## src/common/prhg_defs.vh

```
// constants for the physical rng health gate
`ifndef PRHG_DEFS_VH
`define PRHG_DEFS_VH
// total-failure test: longest run of equal raw bits tolerated
`define PRHG_TF_RUN_MAX      8'h20
// online test: window length in raw bits, and bounds on ones per window
`define PRHG_OT_WIN_LEN      12'h400
`define PRHG_OT_ONES_MIN     12'h1A0
`define PRHG_OT_ONES_MAX     12'h260
// start-up: number of passing online windows before output opens
`define PRHG_STARTUP_WINS    4'h1
// block width of the continuous compare
`define PRHG_BLK_W           16
// fifo geometry
`define PRHG_FIFO_W          16
`define PRHG_FIFO_DEPTH      32
`define PRHG_FIFO_AW         5
// gate states
`define PRHG_ST_IDLE         2'h0
`define PRHG_ST_START        2'h1
`define PRHG_ST_RUN          2'h2
`define PRHG_ST_FAIL         2'h3
`endif

```

## src/hw/prhg_fifo.v

```verilog
// synchronous fifo with valid/ready on both sides and registered read data
`timescale 1ns/100ps
module prhg_fifo #(
   parameter W  = 16,
   parameter D  = 32,
   parameter AW = 5
) (
   clk,
   resetn,
   ce,
   flush,
   in_valid,
   in_ready,
   in_data,
   out_valid,
   out_ready,
   out_data
);
   input  wire          clk;
   input  wire          resetn;
   input  wire          ce;
   input  wire          flush;
   input  wire          in_valid;
   output wire          in_ready;
   input  wire [W-1:0]  in_data;
   output wire          out_valid;
   input  wire          out_ready;
   output reg  [W-1:0]  out_data;

   reg [W-1:0]  mem [0:D-1];
   reg [AW:0]   wr_q;
   reg [AW:0]   rd_q;
   reg          ov_q;
   wire [AW:0]  cnt = wr_q - rd_q;
   wire         full  = (cnt == D[AW:0]);
   wire         empty = (cnt == {(AW+1){1'b0}});
   wire         pop   = (~ov_q | out_ready) & ~empty;
   wire         push  = in_valid & ~full;

   assign in_ready  = ~full;
   assign out_valid = ov_q;

   // ****************************************************
   // storage and pointers
   // ****************************************************
   always @(posedge clk) begin
      if (ce & push) begin
         mem[wr_q[AW-1:0]] <= in_data;
      end
   end

   // pointers and output register, flush drops everything
   always @(posedge clk) begin
      if (!resetn) begin
         wr_q     <= {(AW+1){1'b0}};
         rd_q     <= {(AW+1){1'b0}};
         ov_q     <= 1'b0;
         out_data <= {W{1'b0}};
      end else if (ce) begin
         if (flush) begin
            wr_q <= {(AW+1){1'b0}};
            rd_q <= {(AW+1){1'b0}};
            ov_q <= 1'b0;
         end else begin
            if (push) begin
               wr_q <= wr_q + 1'b1;
            end
            if (pop) begin
               out_data <= mem[rd_q[AW-1:0]];
               rd_q     <= rd_q + 1'b1;
               ov_q     <= 1'b1;
            end else if (out_ready) begin
               ov_q <= 1'b0;
            end
         end
      end
   end
endmodule // prhg_fifo

```

## src/hw/prhg_gate.v

```verilog
// health-gated physical random word source
// Overview of operation
// - total-failure check from start; failure blocks output
// - drop words built from post-failure raw bits
// - online statistical test at start and always
// - no output before start-up test passes
// - test runs continuously, bounded detection window
// - consumer selects 8- or 16-bit words
// - entropy quality belongs to the analog source
// - compare each new block with previous one
`timescale 1ns/100ps
`include "prhg_defs.vh"
module prhg_gate #(
   parameter TF_RUN_MAX = `PRHG_TF_RUN_MAX,
   parameter OT_WIN     = `PRHG_OT_WIN_LEN,
   parameter OT_MIN     = `PRHG_OT_ONES_MIN,
   parameter OT_MAX     = `PRHG_OT_ONES_MAX
) (
   clk,
   resetn,
   ce,
   start,
   restart,
   raw_bit,
   raw_valid,
   word16_sel,
   rnd_valid,
   rnd_ready,
   rnd_data,
   fail_flag,
   tf_fail,
   ct_fail,
   ot_fail,
   running
);
   input  wire         clk;
   input  wire         resetn;
   input  wire         ce;
   input  wire         start;
   input  wire         restart;
   input  wire         raw_bit;
   input  wire         raw_valid;
   input  wire         word16_sel;
   output wire         rnd_valid;
   input  wire         rnd_ready;
   output wire [15:0]  rnd_data;
   output reg          fail_flag;
   output reg          tf_fail;
   output reg          ct_fail;
   output reg          ot_fail;
   output wire         running;

   localparam BW = `PRHG_BLK_W;

   // ****************************************************
   // state and datapath registers
   // ****************************************************
   reg [1:0]     st_q;
   reg [7:0]     run_q;
   reg           last_q;
   reg [11:0]    win_q;
   reg [11:0]    ones_q;
   reg [3:0]     okw_q;
   reg [BW-1:0]  sh_q;
   reg [4:0]     nb_q;
   reg [BW-1:0]  prev_q;
   reg           prev_ok_q;
   reg           wsel_q;
   reg [15:0]    wd_q;
   reg           wv_q;
   wire          f_ready;
   wire          f_ovalid;
   wire [15:0]   f_odata;

   // bits needed per word for the selected width
   function [4:0] word_bits;
      input sel16;
      begin
         word_bits = sel16 ? 5'h10 : 5'h08;
      end
   endfunction

   wire take    = (st_q == `PRHG_ST_START || st_q == `PRHG_ST_RUN) & raw_valid;
   wire same    = (raw_bit == last_q);
   wire tf_hit  = take & same & (run_q >= TF_RUN_MAX[7:0] - 8'h01);
   wire [11:0] ones_n = ones_q + {11'h000, raw_bit};
   wire win_end = take & (win_q == OT_WIN[11:0] - 12'h001);
   wire ot_hit  = win_end & ((ones_n < OT_MIN[11:0]) | (ones_n > OT_MAX[11:0]));
   wire [BW-1:0] sh_n = {sh_q[BW-2:0], raw_bit};                               // raw bits used unaltered
   wire blk_end = take & (nb_q == word_bits(wsel_q) - 5'h01);
   wire [15:0] blk  = wsel_q ? sh_n : {8'h00, sh_n[7:0]};
   wire ct_hit  = blk_end & prev_ok_q & (blk == prev_q);
   wire any_hit = tf_hit | ot_hit | ct_hit;

   assign running   = (st_q == `PRHG_ST_RUN);
   // output closed whenever not running and healthy
   assign rnd_valid = f_ovalid & running & ~fail_flag;
   assign rnd_data  = f_odata;

   // ****************************************************
   // health state machine
   // ****************************************************
   always @(posedge clk) begin
      if (!resetn) begin
         st_q      <= `PRHG_ST_IDLE;
         fail_flag <= 1'b0;
         tf_fail   <= 1'b0;
         ct_fail   <= 1'b0;
         ot_fail   <= 1'b0;
         okw_q     <= 4'h0;
      end else if (ce) begin
         case (st_q)
            `PRHG_ST_IDLE: begin
               if (start | restart) begin
                  st_q  <= `PRHG_ST_START;
                  okw_q <= 4'h0;
               end
            end
            `PRHG_ST_START: begin
               if (any_hit) begin
                  st_q <= `PRHG_ST_FAIL;
               end else if (win_end) begin
                  if (okw_q + 4'h1 >= `PRHG_STARTUP_WINS) begin
                     st_q <= `PRHG_ST_RUN;
                  end
                  okw_q <= okw_q + 4'h1;
               end
            end
            `PRHG_ST_RUN: begin
               if (any_hit) begin
                  st_q <= `PRHG_ST_FAIL;
               end
            end
            `PRHG_ST_FAIL: begin
               if (restart) begin
                  st_q      <= `PRHG_ST_START;
                  okw_q     <= 4'h0;
                  fail_flag <= 1'b0;
                  tf_fail   <= 1'b0;
                  ct_fail   <= 1'b0;
                  ot_fail   <= 1'b0;
               end
            end
            default: begin
               st_q <= `PRHG_ST_FAIL;
            end
         endcase
         // sticky flags, set wins over restart
         if (any_hit) begin
            fail_flag <= 1'b1;
         end
         if (tf_hit) begin
            tf_fail <= 1'b1;
         end
         if (ct_hit) begin
            ct_fail <= 1'b1;
         end
         if (ot_hit) begin
            ot_fail <= 1'b1;
         end
      end
   end

   // ****************************************************
   // raw bit tests and word assembly
   // ****************************************************
   always @(posedge clk) begin
      if (!resetn) begin
         run_q     <= 8'h00;
         last_q    <= 1'b0;
         win_q     <= 12'h000;
         ones_q    <= 12'h000;
         sh_q      <= {BW{1'b0}};
         nb_q      <= 5'h00;
         prev_q    <= {BW{1'b0}};
         prev_ok_q <= 1'b0;
         wsel_q    <= 1'b0;
         wd_q      <= 16'h0000;
         wv_q      <= 1'b0;
      end else if (ce) begin
         if (st_q == `PRHG_ST_IDLE || st_q == `PRHG_ST_FAIL) begin
            // width latched at (re)start, tests restart clean
            wsel_q    <= word16_sel;
            run_q     <= 8'h00;
            win_q     <= 12'h000;
            ones_q    <= 12'h000;
            nb_q      <= 5'h00;
            prev_ok_q <= 1'b0;
            wv_q      <= 1'b0;
         end else if (take) begin
            run_q  <= same ? run_q + 8'h01 : 8'h00;
            last_q <= raw_bit;
            win_q  <= win_end ? 12'h000 : win_q + 12'h001;
            ones_q <= win_end ? 12'h000 : ones_n;
            sh_q   <= sh_n;
            nb_q   <= blk_end ? 5'h00 : nb_q + 5'h01;
            if (blk_end) begin
               prev_q    <= blk;
               prev_ok_q <= 1'b1;
            end
         end
         // completed healthy block becomes a candidate word
         if (wv_q & f_ready) begin
            wv_q <= 1'b0;
         end
         if (blk_end & ~any_hit & running) begin
            wd_q <= blk;
            wv_q <= 1'b1;
         end
      end
   end

   // ****************************************************
   // output buffer, flushed on any failure
   // ****************************************************
   prhg_fifo #(
      .W  (`PRHG_FIFO_W),
      .D  (`PRHG_FIFO_DEPTH),
      .AW (`PRHG_FIFO_AW)
   ) u_fifo (
      .clk       (clk),
      .resetn    (resetn),
      .ce        (ce),
      .flush     (any_hit | (st_q == `PRHG_ST_FAIL)),
      .in_valid  (wv_q & running & ~any_hit),
      .in_ready  (f_ready),
      .in_data   (wd_q),
      .out_valid (f_ovalid),
      .out_ready (rnd_ready & running & ~fail_flag),
      .out_data  (f_odata)
   );
endmodule // prhg_gate

```

## config.mk

```make
export PLATFORM = sky130hd
export DESIGN_NAME = prhg_gate
export DESIGN_NICKNAME = d
export VERILOG_FILES = /design/src/hw/prhg_fifo.v /design/src/hw/prhg_gate.v
export VERILOG_INCLUDE_DIRS = /design/src /design/src/common
export SDC_FILE = /design/constraint.sdc
export NUM_CORES = 1
export LEC_CHECK = 0
export ABC_CLOCK_PERIOD_IN_PS = 6500
export BUFFER_PORTS_ARGS = -buffer_cell sky130_fd_sc_hd__buf_4
export CORE_MARGIN = 2
export CORE_UTILIZATION = 50
export CTS_CLUSTER_DIAMETER = 80
export DETAILED_ROUTE_END_ITERATION = 10
export HOLD_SLACK_MARGIN = 0.15
export PLACE_DENSITY = 0.65
export SLEW_MARGIN = 5
export SYNTH_ARGS = -nofsm -noshare
export SYNTH_HDL_FRONTEND = slang
export SYNTH_SLANG_ARGS = --single-unit
export TNS_END_PERCENT = 100
```

## constraint.sdc

```tcl
create_clock -name clk -period 6.5 [get_ports clk]
set_clock_uncertainty 0.15 [all_clocks]
set_input_delay 0.325 -clock clk [delete_from_list [all_inputs] [get_ports clk]]
set_output_delay 0.325 -clock clk [all_outputs]
set_load 0.03 [all_outputs]
```

==> run summary, run 1 <==
outcome: completed
Worst-Margin Slew: 1.07 ns
achievable frequency: 0.198 GHz
First-pass DRT Iterations: 5
cell taking the most area after synthesis: edfxtp_1
Post-Syn Nets: 1663
CTS tree: yes
die width: 232 µm
Area Growth Syn to Fin: 12.1%
most frequent cells in the layout: 512 x edfxtp_1, 214 x nand2_1, 160 x mux4_2
Final period util: 0.777
Avg Cell Area, Syn: 15.9 µm²
vias in the first global route: 14200
worst r2r src: u_fifo.rd_q[2]
most common cell after layout, fill and taps aside: edfxtp_1
Hold Path Origin: rnd_ready
global-route wire length before repair: 87800 µm
final wirelength: 58500 µm
post-route ant nets: 0
Nets: 1707
die height: 232 µm
Reg clk slew, reported paths: 0.06 ns
Post-CTS Resized: 0
Iter 0 DRT Violations: 1669
Crit Path Class: register to register
minimum clock period: 5.05 ns
critical path required time: 6.55 ns
CTS root buffer: clkbuf_16
initial core utilization: 0.507
Hold Path Class: input port to register
ys async rst share: 0
Post-Synthesis Cells: 1633
Max Cap Viol: 0
VDD IR max: 180 µV
startpoint types: register
share of cells above drive strength 1: 0.205
port bufs: 30
Worst path depth: 10
slowest stage delay, CP: 1.07 ns
dominant synthesized flop cell: edfxtp_1
antenna cell count: 0
maximum root-to-sink buffer count: 3
CP delay by family, top: simple AND/OR/NAND/NOR gates
CP bufs+invs: 2
GR Overflow Total: 0
crit path capture: u_fifo.mem[9][9]
PwrDens: 309 nW/µm²
largest net degree at the start of global routing: 88
CP Max Fanout: 33
CTS buffer count: 66
fillers: 3930
worst setup path start: u_fifo.rd_q[2]
#FFs+latches synth: 638
setup violators final: 0
total power draw: 9.03 mW
vias per inst: 6.06
Setup TNS: 0 ns
relative slew slack: 0.288
sequential-to-total area share from yosys stat: 0.687
r2r endpoint: u_fifo.mem[9][9]
Post-synth EDFFs: 512
DRC viols: 0
core area: 51400 µm²
CTS H-tree lvls: 3
Synth cell types: 68
GPL Wtd Cong: 0.965
LEAKAGE: 10.1 nW
Ys Warns: 0
share of the synthesized area in the top cell type: 0.590
Slew Viols, Final: 0
largest cells by area after synthesis: edfxtp_1 59%, mux4_2 14%, dfxtp_1 9.7%
GRT Util Overall: 0.222
HPWL after DPL: 36200 µm
Final Hold Viols: 0
# clock sinks: 638
RSZ-0062 raised after global routing: no
initial antenna violation count: 0
Slowest-stage cell, CP: nor2_2
Ports: 31
reg2reg setup slack: 1.45 ns
WL per Instance: 24.3 µm
Worst Setup End Kind: register
via count: 14600
DIE AREA: 53900 µm²
crit path cell chain: buf_4, inv_1, ha_1, o21ai_0, a2111oi_0, or2_2, o221a_2, nor2_1, nand4_1, nor2_2
Worst Reg-to-Reg Cells: 10
Mapped Area: 26000 µm²
row cnt: 83
CP arrival: 5.10 ns
clk_lat worst skew: 0.59 ns
worst register-to-register path, cell delays in order (launching register included):
cell and delay, ns:
dfxtp_2 0.31, buf_4 0.40, inv_1 0.21, ha_1 0.38
o21ai_0 0.25, a2111oi_0 0.13, or2_2 0.32, o221a_2 0.36
nor2_1 0.30, nand4_1 0.79, nor2_2 1.07
repair_timing:
item,in CTS,in global routing
buffers inserted,0,0
hold buffers,6,0
hold endpoints to repair,13,0
cell families (layout without fill, tap and decap cells):
| kind of cell | count (synthesis) | count (layout) | share of synthesized area |
|---|---|---|---|
| multiplexers | 198 | 198 | 0.153 |
| flip-flops | 638 | 638 | 0.687 |
| AO/OA/AOI/OAI | 169 | 169 | 0.0428 |
| XOR/XNOR | 19 | 19 | 0.00639 |
| buffers and inverters | 129 | 224 | 0.0202 |
| AND/OR/NAND/NOR | 459 | 459 | 0.0805 |
| adder cells (fa/ha/maj) | 21 | 21 | 0.0101 |
worst min path at each step:
stage                            end  slack, ns  cells after the start
global route        u_fifo.out_valid       0.21                      4
detailed placement           wd_q[4]       0.30                      2
floorplan                 prev_q[10]       0.29                      2
CTS                 u_fifo.out_valid       0.18                      4
finish              u_fifo.out_valid       0.19                      4
global placement            wd_q[15]       0.29                      2
power by group:
| part | internal (mW) | total [mW] | switching (mW) |
|---|---|---|---|
| clock network | 2.16 | 3.65 | 1.50 |
| logic | 0.391 | 0.927 | 0.536 |
| registers | 4.38 | 4.45 | 0.0682 |
| total | 6.93 | 9.03 | 2.10 |
cell usage after synthesis (3+ instances only):
cell,number
or2_2,4
nor2_1,92
or3_1,4
nand4_1,22
buf_1,18
nor3_1,17
nand3_2,3
inv_1,33
o2bb2ai_1,3
a22oi_1,10
buf_6,3
mux2i_1,37
and3_1,10
nand2_1,214
xnor2_1,8
a21oi_1,67
nor2b_1,4
nor3b_1,8
o21ai_0,27
edfxtp_1,512
o211ai_1,5
buf_4,4
nand3b_1,7
o41a_1,4
a41oi_1,7
xor2_1,11
clkbuf_1,66
dfxtp_1,126
a31oi_1,4
o22ai_1,7
a21o_1,4
nand3_1,40
a311oi_1,4
or4_1,8
o32ai_1,3
buf_2,3
nor4_1,13
nand2b_1,6
mux4_2,160
ha_1,21
metrics by stage:
step | setup slack, ns | cells | hold slack, ns | utilization | cell area, µm²
2_1_floorplan | 2.41 | 1633 | 0.286 | - | 26000
3_3_place_gp | 1.59 | 2283 | 0.295 | 0.527 | 27100
3_5_place_dp | 1.51 | 2283 | 0.301 | 0.527 | 27100
4_1_cts | 1.55 | 2408 | 0.183 | 0.568 | 29200
5_1_grt | 1.15 | 2408 | 0.211 | 0.568 | 29200
6_report | 1.45 | 2408 | 0.188 | 0.568 | 29200
layer usage:
layer,track usage,vias to the layer above,part of all wire
met2,0.336,581,0.46
met5,0,-,0
met4,0.0697,0,0.023
li1,-,6479,-
met1,0.327,7433,0.43
met3,0.0413,92,0.079
state kept, by name, summed over array words and instances, names as in the netlist, 2 cells and up:
name             flops
u_fifo.mem         512
prev_q              16
u_fifo.out_data     16
wd_q                16
sh_q                15
ones_q              12
win_q               12
run_q                8
u_fifo.rd_q          6
u_fifo.wr_q          6
nb_q                 5
okw_q                4
st_q                 2
cell type report:
class | instances | area (µm²) | area share
Inverter | 35 | 131 | 0.00450
Timing Repair Buffer | 70 | 541 | 0.0185
Clock inverter | 27 | 215 | 0.00737
Clock buffer | 92 | 1870 | 0.0639
Sequential cell | 638 | 17900 | 0.613
Tap cell | 680 | 851 | 0.0291
Multi-Input combinational cell | 866 | 7700 | 0.264
(Power assumes the default switching activity.)
==> run 2, diff against run 1 <==
- ABC_AREA: not set -> 1
- ABC_CLOCK_PERIOD_IN_PS: 6500 -> 5200
- clock period: 6.5 -> 5.2 ns (I/O delays scaled with it)
==> run 2 against run 1 <==
Count of clock-buffer cells in the layout shrank 3. Setup slack lost 0.41 ns. Combinational power grew to 2.8 times the previous value. Clock power grew 29%. Sequential power grew 26%. Wire length grew 20%. Critical path depth grew 5. Maximum frequency grew 21%. Critical endpoint is now u_fifo.mem[26][0].
==> run summary, run 2 <==
Synth cell types: 46 (-32%)
Worst Reg-to-Reg Cells: 15 (+5)
GRT Util Overall: 0.264 (+0.0424)
Slew Viols, Final: 0 (unchanged)
core area: 51400 µm² (unchanged)
Nets: 2335 (+37%)
Reg clk slew, reported paths: 0.06 ns (about the same)
Max Cap Viol: 0 (unchanged)
CTS root buffer: clkbuf_16
global-route wire length before repair: 107000 µm (+22%)
Post-synth EDFFs: 512 (unchanged)
relative slew slack: 0.246 (-0.0425)
CP bufs+invs: 4 (+2)
worst r2r src: u_fifo.rd_q[4]
Ys Warns: 0 (unchanged)
HPWL after DPL: 41400 µm (+14%)
GR Overflow Total: 0 (unchanged)
reg2reg setup slack: 1.04 ns (-0.41 ns)
cell taking the most area after synthesis: edfxtp_1
met2 wire length: 31800 µm (+17%)
Avg Cell Area, Syn: 11.4 µm² (-29%)
row cnt: 83 (unchanged)
GPL Wtd Cong: 0.958 (-0.80%)
Final Hold Viols: 0 (unchanged)
Hold Path Class: register to register
Hold Path Cell Cnt: 2 (-2)
CTS H-tree lvls: 3 (unchanged)
startpoint types: register
total power draw: 12.9 mW (+42%)
Post-Synthesis Cells: 2288 (+40%)
PwrDens: 440 nW/µm² (+42%)
VDD IR max: 333 µV (+85%)
CP Max Fanout: 19 (-42%)
CP arrival: 4.32 ns (-0.78 ns)
Hold-fix buffers, CTS: 11 (+5)
DIE AREA: 54000 µm² (+0.12%)
Cell Count, Final, Fillers Out: 3032 (+26%)
dominant synthesized flop cell: edfxtp_1
r2r endpoint: u_fifo.mem[26][0]
post-CTS setup buffers: 0 (unchanged)
met1 WL: 28800 µm (+13%)
Final period util: 0.800 (+0.0233)
DP Cell Count: 2905 (+27%)
slowest stage delay, CP: 0.71 ns (-0.36 ns)
First-pass DRT Iterations: 5 (unchanged)
minimum clock period: 4.16 ns (-0.889 ns)
Ports: 31 (unchanged)
LEAKAGE: 11.2 nW (+11%)
via count: 18200 (+25%)
Worst Setup End Kind: register
Crit Path Class: register to register
die height: 232 µm (about the same)
count leader, synth: edfxtp_1
share of cells above drive strength 1: 0.0969 (-0.109)
Post-Syn Nets: 2318 (+39%)
synth cell count leaders: 512 x edfxtp_1, 438 x nor2_1, 344 x o21ai_0
post-route ant nets: 0 (unchanged)
ys async rst share: 0 (unchanged)
Hold Path Origin: ones_q[10]
initial antenna violation count: 1 (+1)
Worst-Margin Slew: 1.13 ns (+0.0649 ns)
RSZ-0062 raised after global routing: no
Slowest-stage cell, CP: nor2_1
# clock sinks: 638 (unchanged)
DRC viols: 0 (unchanged)
Area Growth Syn to Fin: 12.1% (about the same)
share of the synthesized area in the top cell type: 0.590 (-0.000680)
#FFs+latches synth: 638 (unchanged)
Post-CTS Resized: 0 (unchanged)
max reg flops: 512 (unchanged)
largest cells by area after synthesis: edfxtp_1 59%, dfxtp_1 9.7%, o21ai_0 6.6%
Setup TNS: 0 ns (unchanged)
outcome: completed
final wirelength: 70100 µm (+20%)
crit-path most repeated cell: nand2_1
WL per Instance: 23.1 µm (-4.8%)
antenna cell count: 0 (unchanged)
crit path cell chain: clkinv_1, ha_1, nand2_1, inv_1, nand4_1, nand4_1, nand2_1, nand3_1, nand2_1, nor2_1, inv_1, nor2_4, nand2_2, nor2_1, buf_4
Mapped Area: 26100 µm² (+0.12%)
maximum root-to-sink buffer count: 3 (unchanged)
clk_lat worst skew: 0.62 ns (+0.03 ns)
die width: 232 µm (about the same)
vias per inst: 6.00 (-0.94%)
initial core utilization: 0.507 (+0.000584)
hold endpoint: ones_q[10]
most common cell after layout, fill and taps aside: edfxtp_1
port bufs: 30 (unchanged)
setup violators final: 0 (unchanged)
Iter 0 DRT Violations: 1928 (+16%)
achievable frequency: 0.240 GHz (+21%)
most frequent cells in the layout: 512 x edfxtp_1, 438 x nor2_1, 344 x o21ai_0
met3 wire length: 7260 µm (+57%)
vias in the first global route: 17800 (+25%)
CTS tree: yes
largest net degree at the start of global routing: 260 (+200%)
sequential-to-total area share from yosys stat: 0.686 (-0.000791)
critical path required time: 5.36 ns (-1.19 ns)
CP delay by family, top: simple AND/OR/NAND/NOR gates
CTS buffer count: 67 (+1.5%)
max layer used: met5
[run 2: cell types whose count changed in the layout (fill, tap and decap cells not counted), moves of 44 or more]
| cell | before | now |
|---|---|---|
| o21ai_0 | 27 | 344 |
| nor2_1 | 62 | 438 |
| mux4_2 | 160 | 0 |
| nand3_1 | 40 | 96 |
| a21oi_1 | 67 | 111 |
| nand2_1 | 214 | 167 |
| o221ai_1 | 1 | 112 |
[run 2: worst max-delay path by stage]
stage | from | endpoint | slack (ns) | cells past startpoint
after floorplan | u_fifo.rd_q[4] | u_fifo.mem[15][0] | 1.23 | 13
after global routing | u_fifo.rd_q[4] | u_fifo.mem[26][14] | 0.77 | 15
after detailed placement | u_fifo.rd_q[4] | u_fifo.mem[26][8] | 1.16 | 15
after global placement | u_fifo.rd_q[4] | u_fifo.mem[26][14] | 1.34 | 16
after CTS | u_fifo.rd_q[4] | u_fifo.mem[26][8] | 1.15 | 15
final | u_fifo.rd_q[4] | u_fifo.mem[26][0] | 1.04 | 15
[run 2: tightest hold or removal path, delay by kind of cell, from the launching register on]
kind,cells,cell delay (ns)
DFF,1,0.31
and+or+nand+nor,1,0.06
AOI/OAI and AO/OA,1,0.05
[run 2: layout make-up]
| class | instances | area [µm²] |
|---|---|---|
| multi-input cells | 1430 | 7310 |
| repair buffers | 89 | 708 |
| clock buffers | 89 | 1820 |
| clock inverters | 27 | 299 |
| flip-flops and latches | 638 | 17900 |
| well taps | 680 | 851 |
| inverters | 79 | 303 |
| fillers | 4230 | 22200 |
[run 2: cell families after synthesis]
| logic type | Yosys count | share of synthesized area |
|---|---|---|
| adders and majority gates | 21 | 0.0101 |
| xor gates and xnor gates | 23 | 0.00773 |
| DFF | 638 | 0.686 |
| and+or+nand+nor | 770 | 0.124 |
| AOI/OAI and AO/OA | 616 | 0.138 |
| buffers and inverters | 220 | 0.0333 |
[run 2: power breakdown]
group	internal [mW]	switching [mW]	leakage (nW)
Combinational	0.747	1.81	3.15
Sequential	5.52	0.0934	6.99
Clock	2.73	1.97	1.04
[run 2: through the flow]
stage / worst slack, ns / instance area, µm² / utilization / hold WS, ns
2_1_floorplan: 1.23 / 26100 / - / 0.245
3_3_place_gp: 1.34 / 27000 / 0.525 / 0.304
3_5_place_dp: 1.16 / 27000 / 0.525 / 0.312
4_1_cts: 1.15 / 29200 / 0.568 / 0.320
5_1_grt: 0.769 / 29200 / 0.568 / 0.355
6_report: 1.04 / 29200 / 0.568 / 0.319
[run 2: routing by layer]
metal | up-vias | GRT usage
met1 | 8877 | 0.355
met3 | 128 | 0.0813
met4 | 2 | 0.0996
li1 | 8342 | -
met5 | - | 0
met2 | 843 | 0.403
==> run 3, diff against run 2 <==
- ABC_CLOCK_PERIOD_IN_PS: 5200 -> 4040
- clock period: 5.2 -> 4.04 ns (I/O delays scaled with it)
==> run 3 against run 2 <==
Wire length fell by 2.1%. Utilization rose by 0.23 points. Non-clock buffer count rose by 11. Global-route usage fell by 0.74 points. Critical endpoint is now u_fifo.mem[18][2]. Largest power group unchanged. Cell count rose by 0.49%. Highest routed layer is now met4. Cell area rose by 0.41%. First-iteration DRC count rose by 8.6%.
==> run summary, run 3 (synthesized netlist as in run 2, its figures left out) <==
outcome: completed
Max Cap Viol: 0 (unchanged)
Cell Count, Final, Fillers Out: 3047 (+0.49%)
GPL Wtd Cong: 0.919 (-4.0%)
WL per Instance: 22.5 µm (-2.6%)
r2r endpoint: u_fifo.mem[18][2]
CTS H-tree lvls: 3 (unchanged)
GRT Util Overall: 0.256 (-0.00740)
relative slew slack: 0.317 (+0.0718)
First-pass DRT Iterations: 5 (unchanged)
hold endpoint: ones_q[9]
Gate power share: 0.201 (+0.002)
port bufs: 30 (unchanged)
Flop pwr share: 0.436 (about the same)
Worst path depth: 17 (+2)
power share of the clock group: 0.363 (-0.002)
global-route wire length before repair: 104000 µm (-3.2%)
setup violators final: 0 (unchanged)
CP bufs+invs: 1 (-3)
share of cells above drive strength 1: 0.101 (+0.00361)
Hold Path Class: register to register
most frequent cells in the layout: 512 x edfxtp_1, 438 x nor2_1, 344 x o21ai_0
Post-Place Cell Area: 27100 µm² (+0.45%)
CTS root buffer: clkbuf_16
critical path required time: 4.18 ns (-1.18 ns)
Post-CTS Resized: 0 (unchanged)
Nets: 2347 (+0.51%)
most common cell after layout, fill and taps aside: edfxtp_1
DIE AREA: 54000 µm² (unchanged)
Int Pwr: 11.6 mW (+28%)
die width: 232 µm (unchanged)
vias in the first global route: 17200 (-3.3%)
die height: 232 µm (unchanged)
row cnt: 83 (unchanged)
initial antenna violation count: 1 (unchanged)
worst r2r src: ones_q[0]
Slowest-stage cell, CP: dfxtp_1
startpoint types: register
switching part of the total: 0.299 (-0.00169)
post-route ant nets: 0 (unchanged)
VDD IR max: 411 µV (+23%)
DRC viols: 0 (unchanged)
Final period util: 0.895 (+0.0944)
maximum root-to-sink buffer count: 3 (unchanged)
max reg flops: 512 (unchanged)
CTS tree: yes
GR Overflow Total: 0 (unchanged)
crit path cell chain: ha_1, ha_1, nand2_1, nor2_1, nand2_1, nand2_1, nand2_1, nor2_1, nand2_1, nand2_1, nand3_2, nand2_4, nand3_2, nor2_4, nand2_2, nor2_1, buf_4
HPWL after DPL: 40600 µm (-1.8%)
Worst-Margin Slew: 1.02 ns (-0.108 ns)
Crit Path Class: register to register
final wirelength: 68600 µm (-2.1%)
CP arrival: 3.76 ns (-0.56 ns)
Hold Path Origin: ones_q[9]
RSZ-0062 raised after global routing: no
Reg clk slew, reported paths: 0.06 ns (about the same)
achievable frequency: 0.277 GHz (+15%)
minimum clock period: 3.61 ns (-0.547 ns)
CP delay by family, top: simple AND/OR/NAND/NOR gates
reg2reg setup slack: 0.43 ns (-0.61 ns)
clk_lat worst skew: 0.61 ns (about the same)
DP Cell Count: 2916 (+0.38%)
Worst Setup End Kind: register
vias per inst: 5.93 (-1.1%)
sw power: 4.93 mW (+27%)
CP Max Fanout: 13 (-6)
antenna cell count: 0 (unchanged)
initial core utilization: 0.507 (unchanged)
post-route cell area: 29300 µm² (+0.41%)
post-CTS setup buffers: 0 (unchanged)
Iter 0 DRT Violations: 2093 (+8.6%)
via count: 18100 (-0.65%)
core area: 51400 µm² (unchanged)
Hold Path Cell Cnt: 2 (unchanged)
crit-path most repeated cell: nand2_1
slowest stage delay, CP: 0.33 ns (-0.38 ns)
PwrDens: 562 nW/µm² (+28%)
Ports: 31 (unchanged)
Final Hold Viols: 0 (unchanged)
Slew Viols, Final: 0 (unchanged)
LEAKAGE: 11.3 nW (+0.58%)
# clock sinks: 638 (unchanged)
Worst Reg-to-Reg Cells: 17 (+2)
CTS buffer count: 68 (+1.5%)
largest net degree at the start of global routing: 193 (-26%)
Area Growth Syn to Fin: 12.5%
Setup TNS: 0 ns (unchanged)
-- run 3: final cells by class --
cell class / count / area (µm²)
Clock inverter: 36 / 337
Multi-Input combinational cell: 1430 / 7310
Fill cell: 4220 / 22100
Inverter: 79 / 303
Sequential cell: 638 / 17900
Tap cell: 680 / 851
Timing Repair Buffer: 100 / 828
Clock buffer: 84 / 1780
-- run 3: how the worst max path moves through the flow --
stage	from	end	slack (ns)
finish	ones_q[0]	u_fifo.mem[18][2]	0.43
global route	ones_q[0]	u_fifo.mem[18][14]	0.18
CTS	ones_q[0]	u_fifo.mem[18][2]	0.47
detailed placement	raw_bit	u_fifo.mem[18][2]	0.49
global placement	raw_bit	u_fifo.mem[18][15]	0.60
floorplan	u_fifo.rd_q[4]	u_fifo.mem[15][0]	0.07
-- run 3: worst register-to-register path: cells and delay by family (launching register included) --
family                   cells  cell delay (ns)
AND/OR/NAND/NOR             14             2.18
adder cells (fa/ha/maj)      2             0.38
flip-flops                   1             0.33
buffers and inverters        1             0.28
-- run 3: power groups by stage --
stage | Clock, mW | Sequential (mW) | Combinational (mW)
2_1_floorplan | 0 | 7.42 | 2.10
3_3_place_gp | 0 | 7.33 | 3.21
3_5_place_dp | 0 | 7.33 | 3.23
4_1_cts | 6.06 | 7.20 | 3.26
5_1_grt | 6.31 | 7.20 | 3.65
6_report | 5.98 | 7.20 | 3.31
-- run 3: per-layer routing --
| metal | track usage | wire [µm] | vias to the layer above |
|---|---|---|---|
| met5 | 0 | 0 | - |
| li1 | - | - | 8370 |
| met1 | 0.348 | 28200 | 8835 |
| met4 | 0.0895 | 2210 | 0 |
| met3 | 0.0571 | 6070 | 117 |
| met2 | 0.409 | 32100 | 752 |
-- run 3: what timing repair did --
action | 4_1_cts | 5_1_grt
hold buffers | 11 | 0
hold endpoints to repair | 107 | 0
setup endpoints to repair | 0 | 0
-- run 3: metrics by stage --
stage                     power [mW]   util  setup WS, ns  hold WS (ns)
after detailed placement        10.6  0.527         0.488         0.300
after floorplan                 9.52      -        0.0740         0.187
after global routing            17.2  0.571         0.176         0.338
after CTS                       16.5  0.571         0.468         0.326
after global placement          10.5  0.527         0.596         0.295
final                           16.5  0.571         0.426         0.324
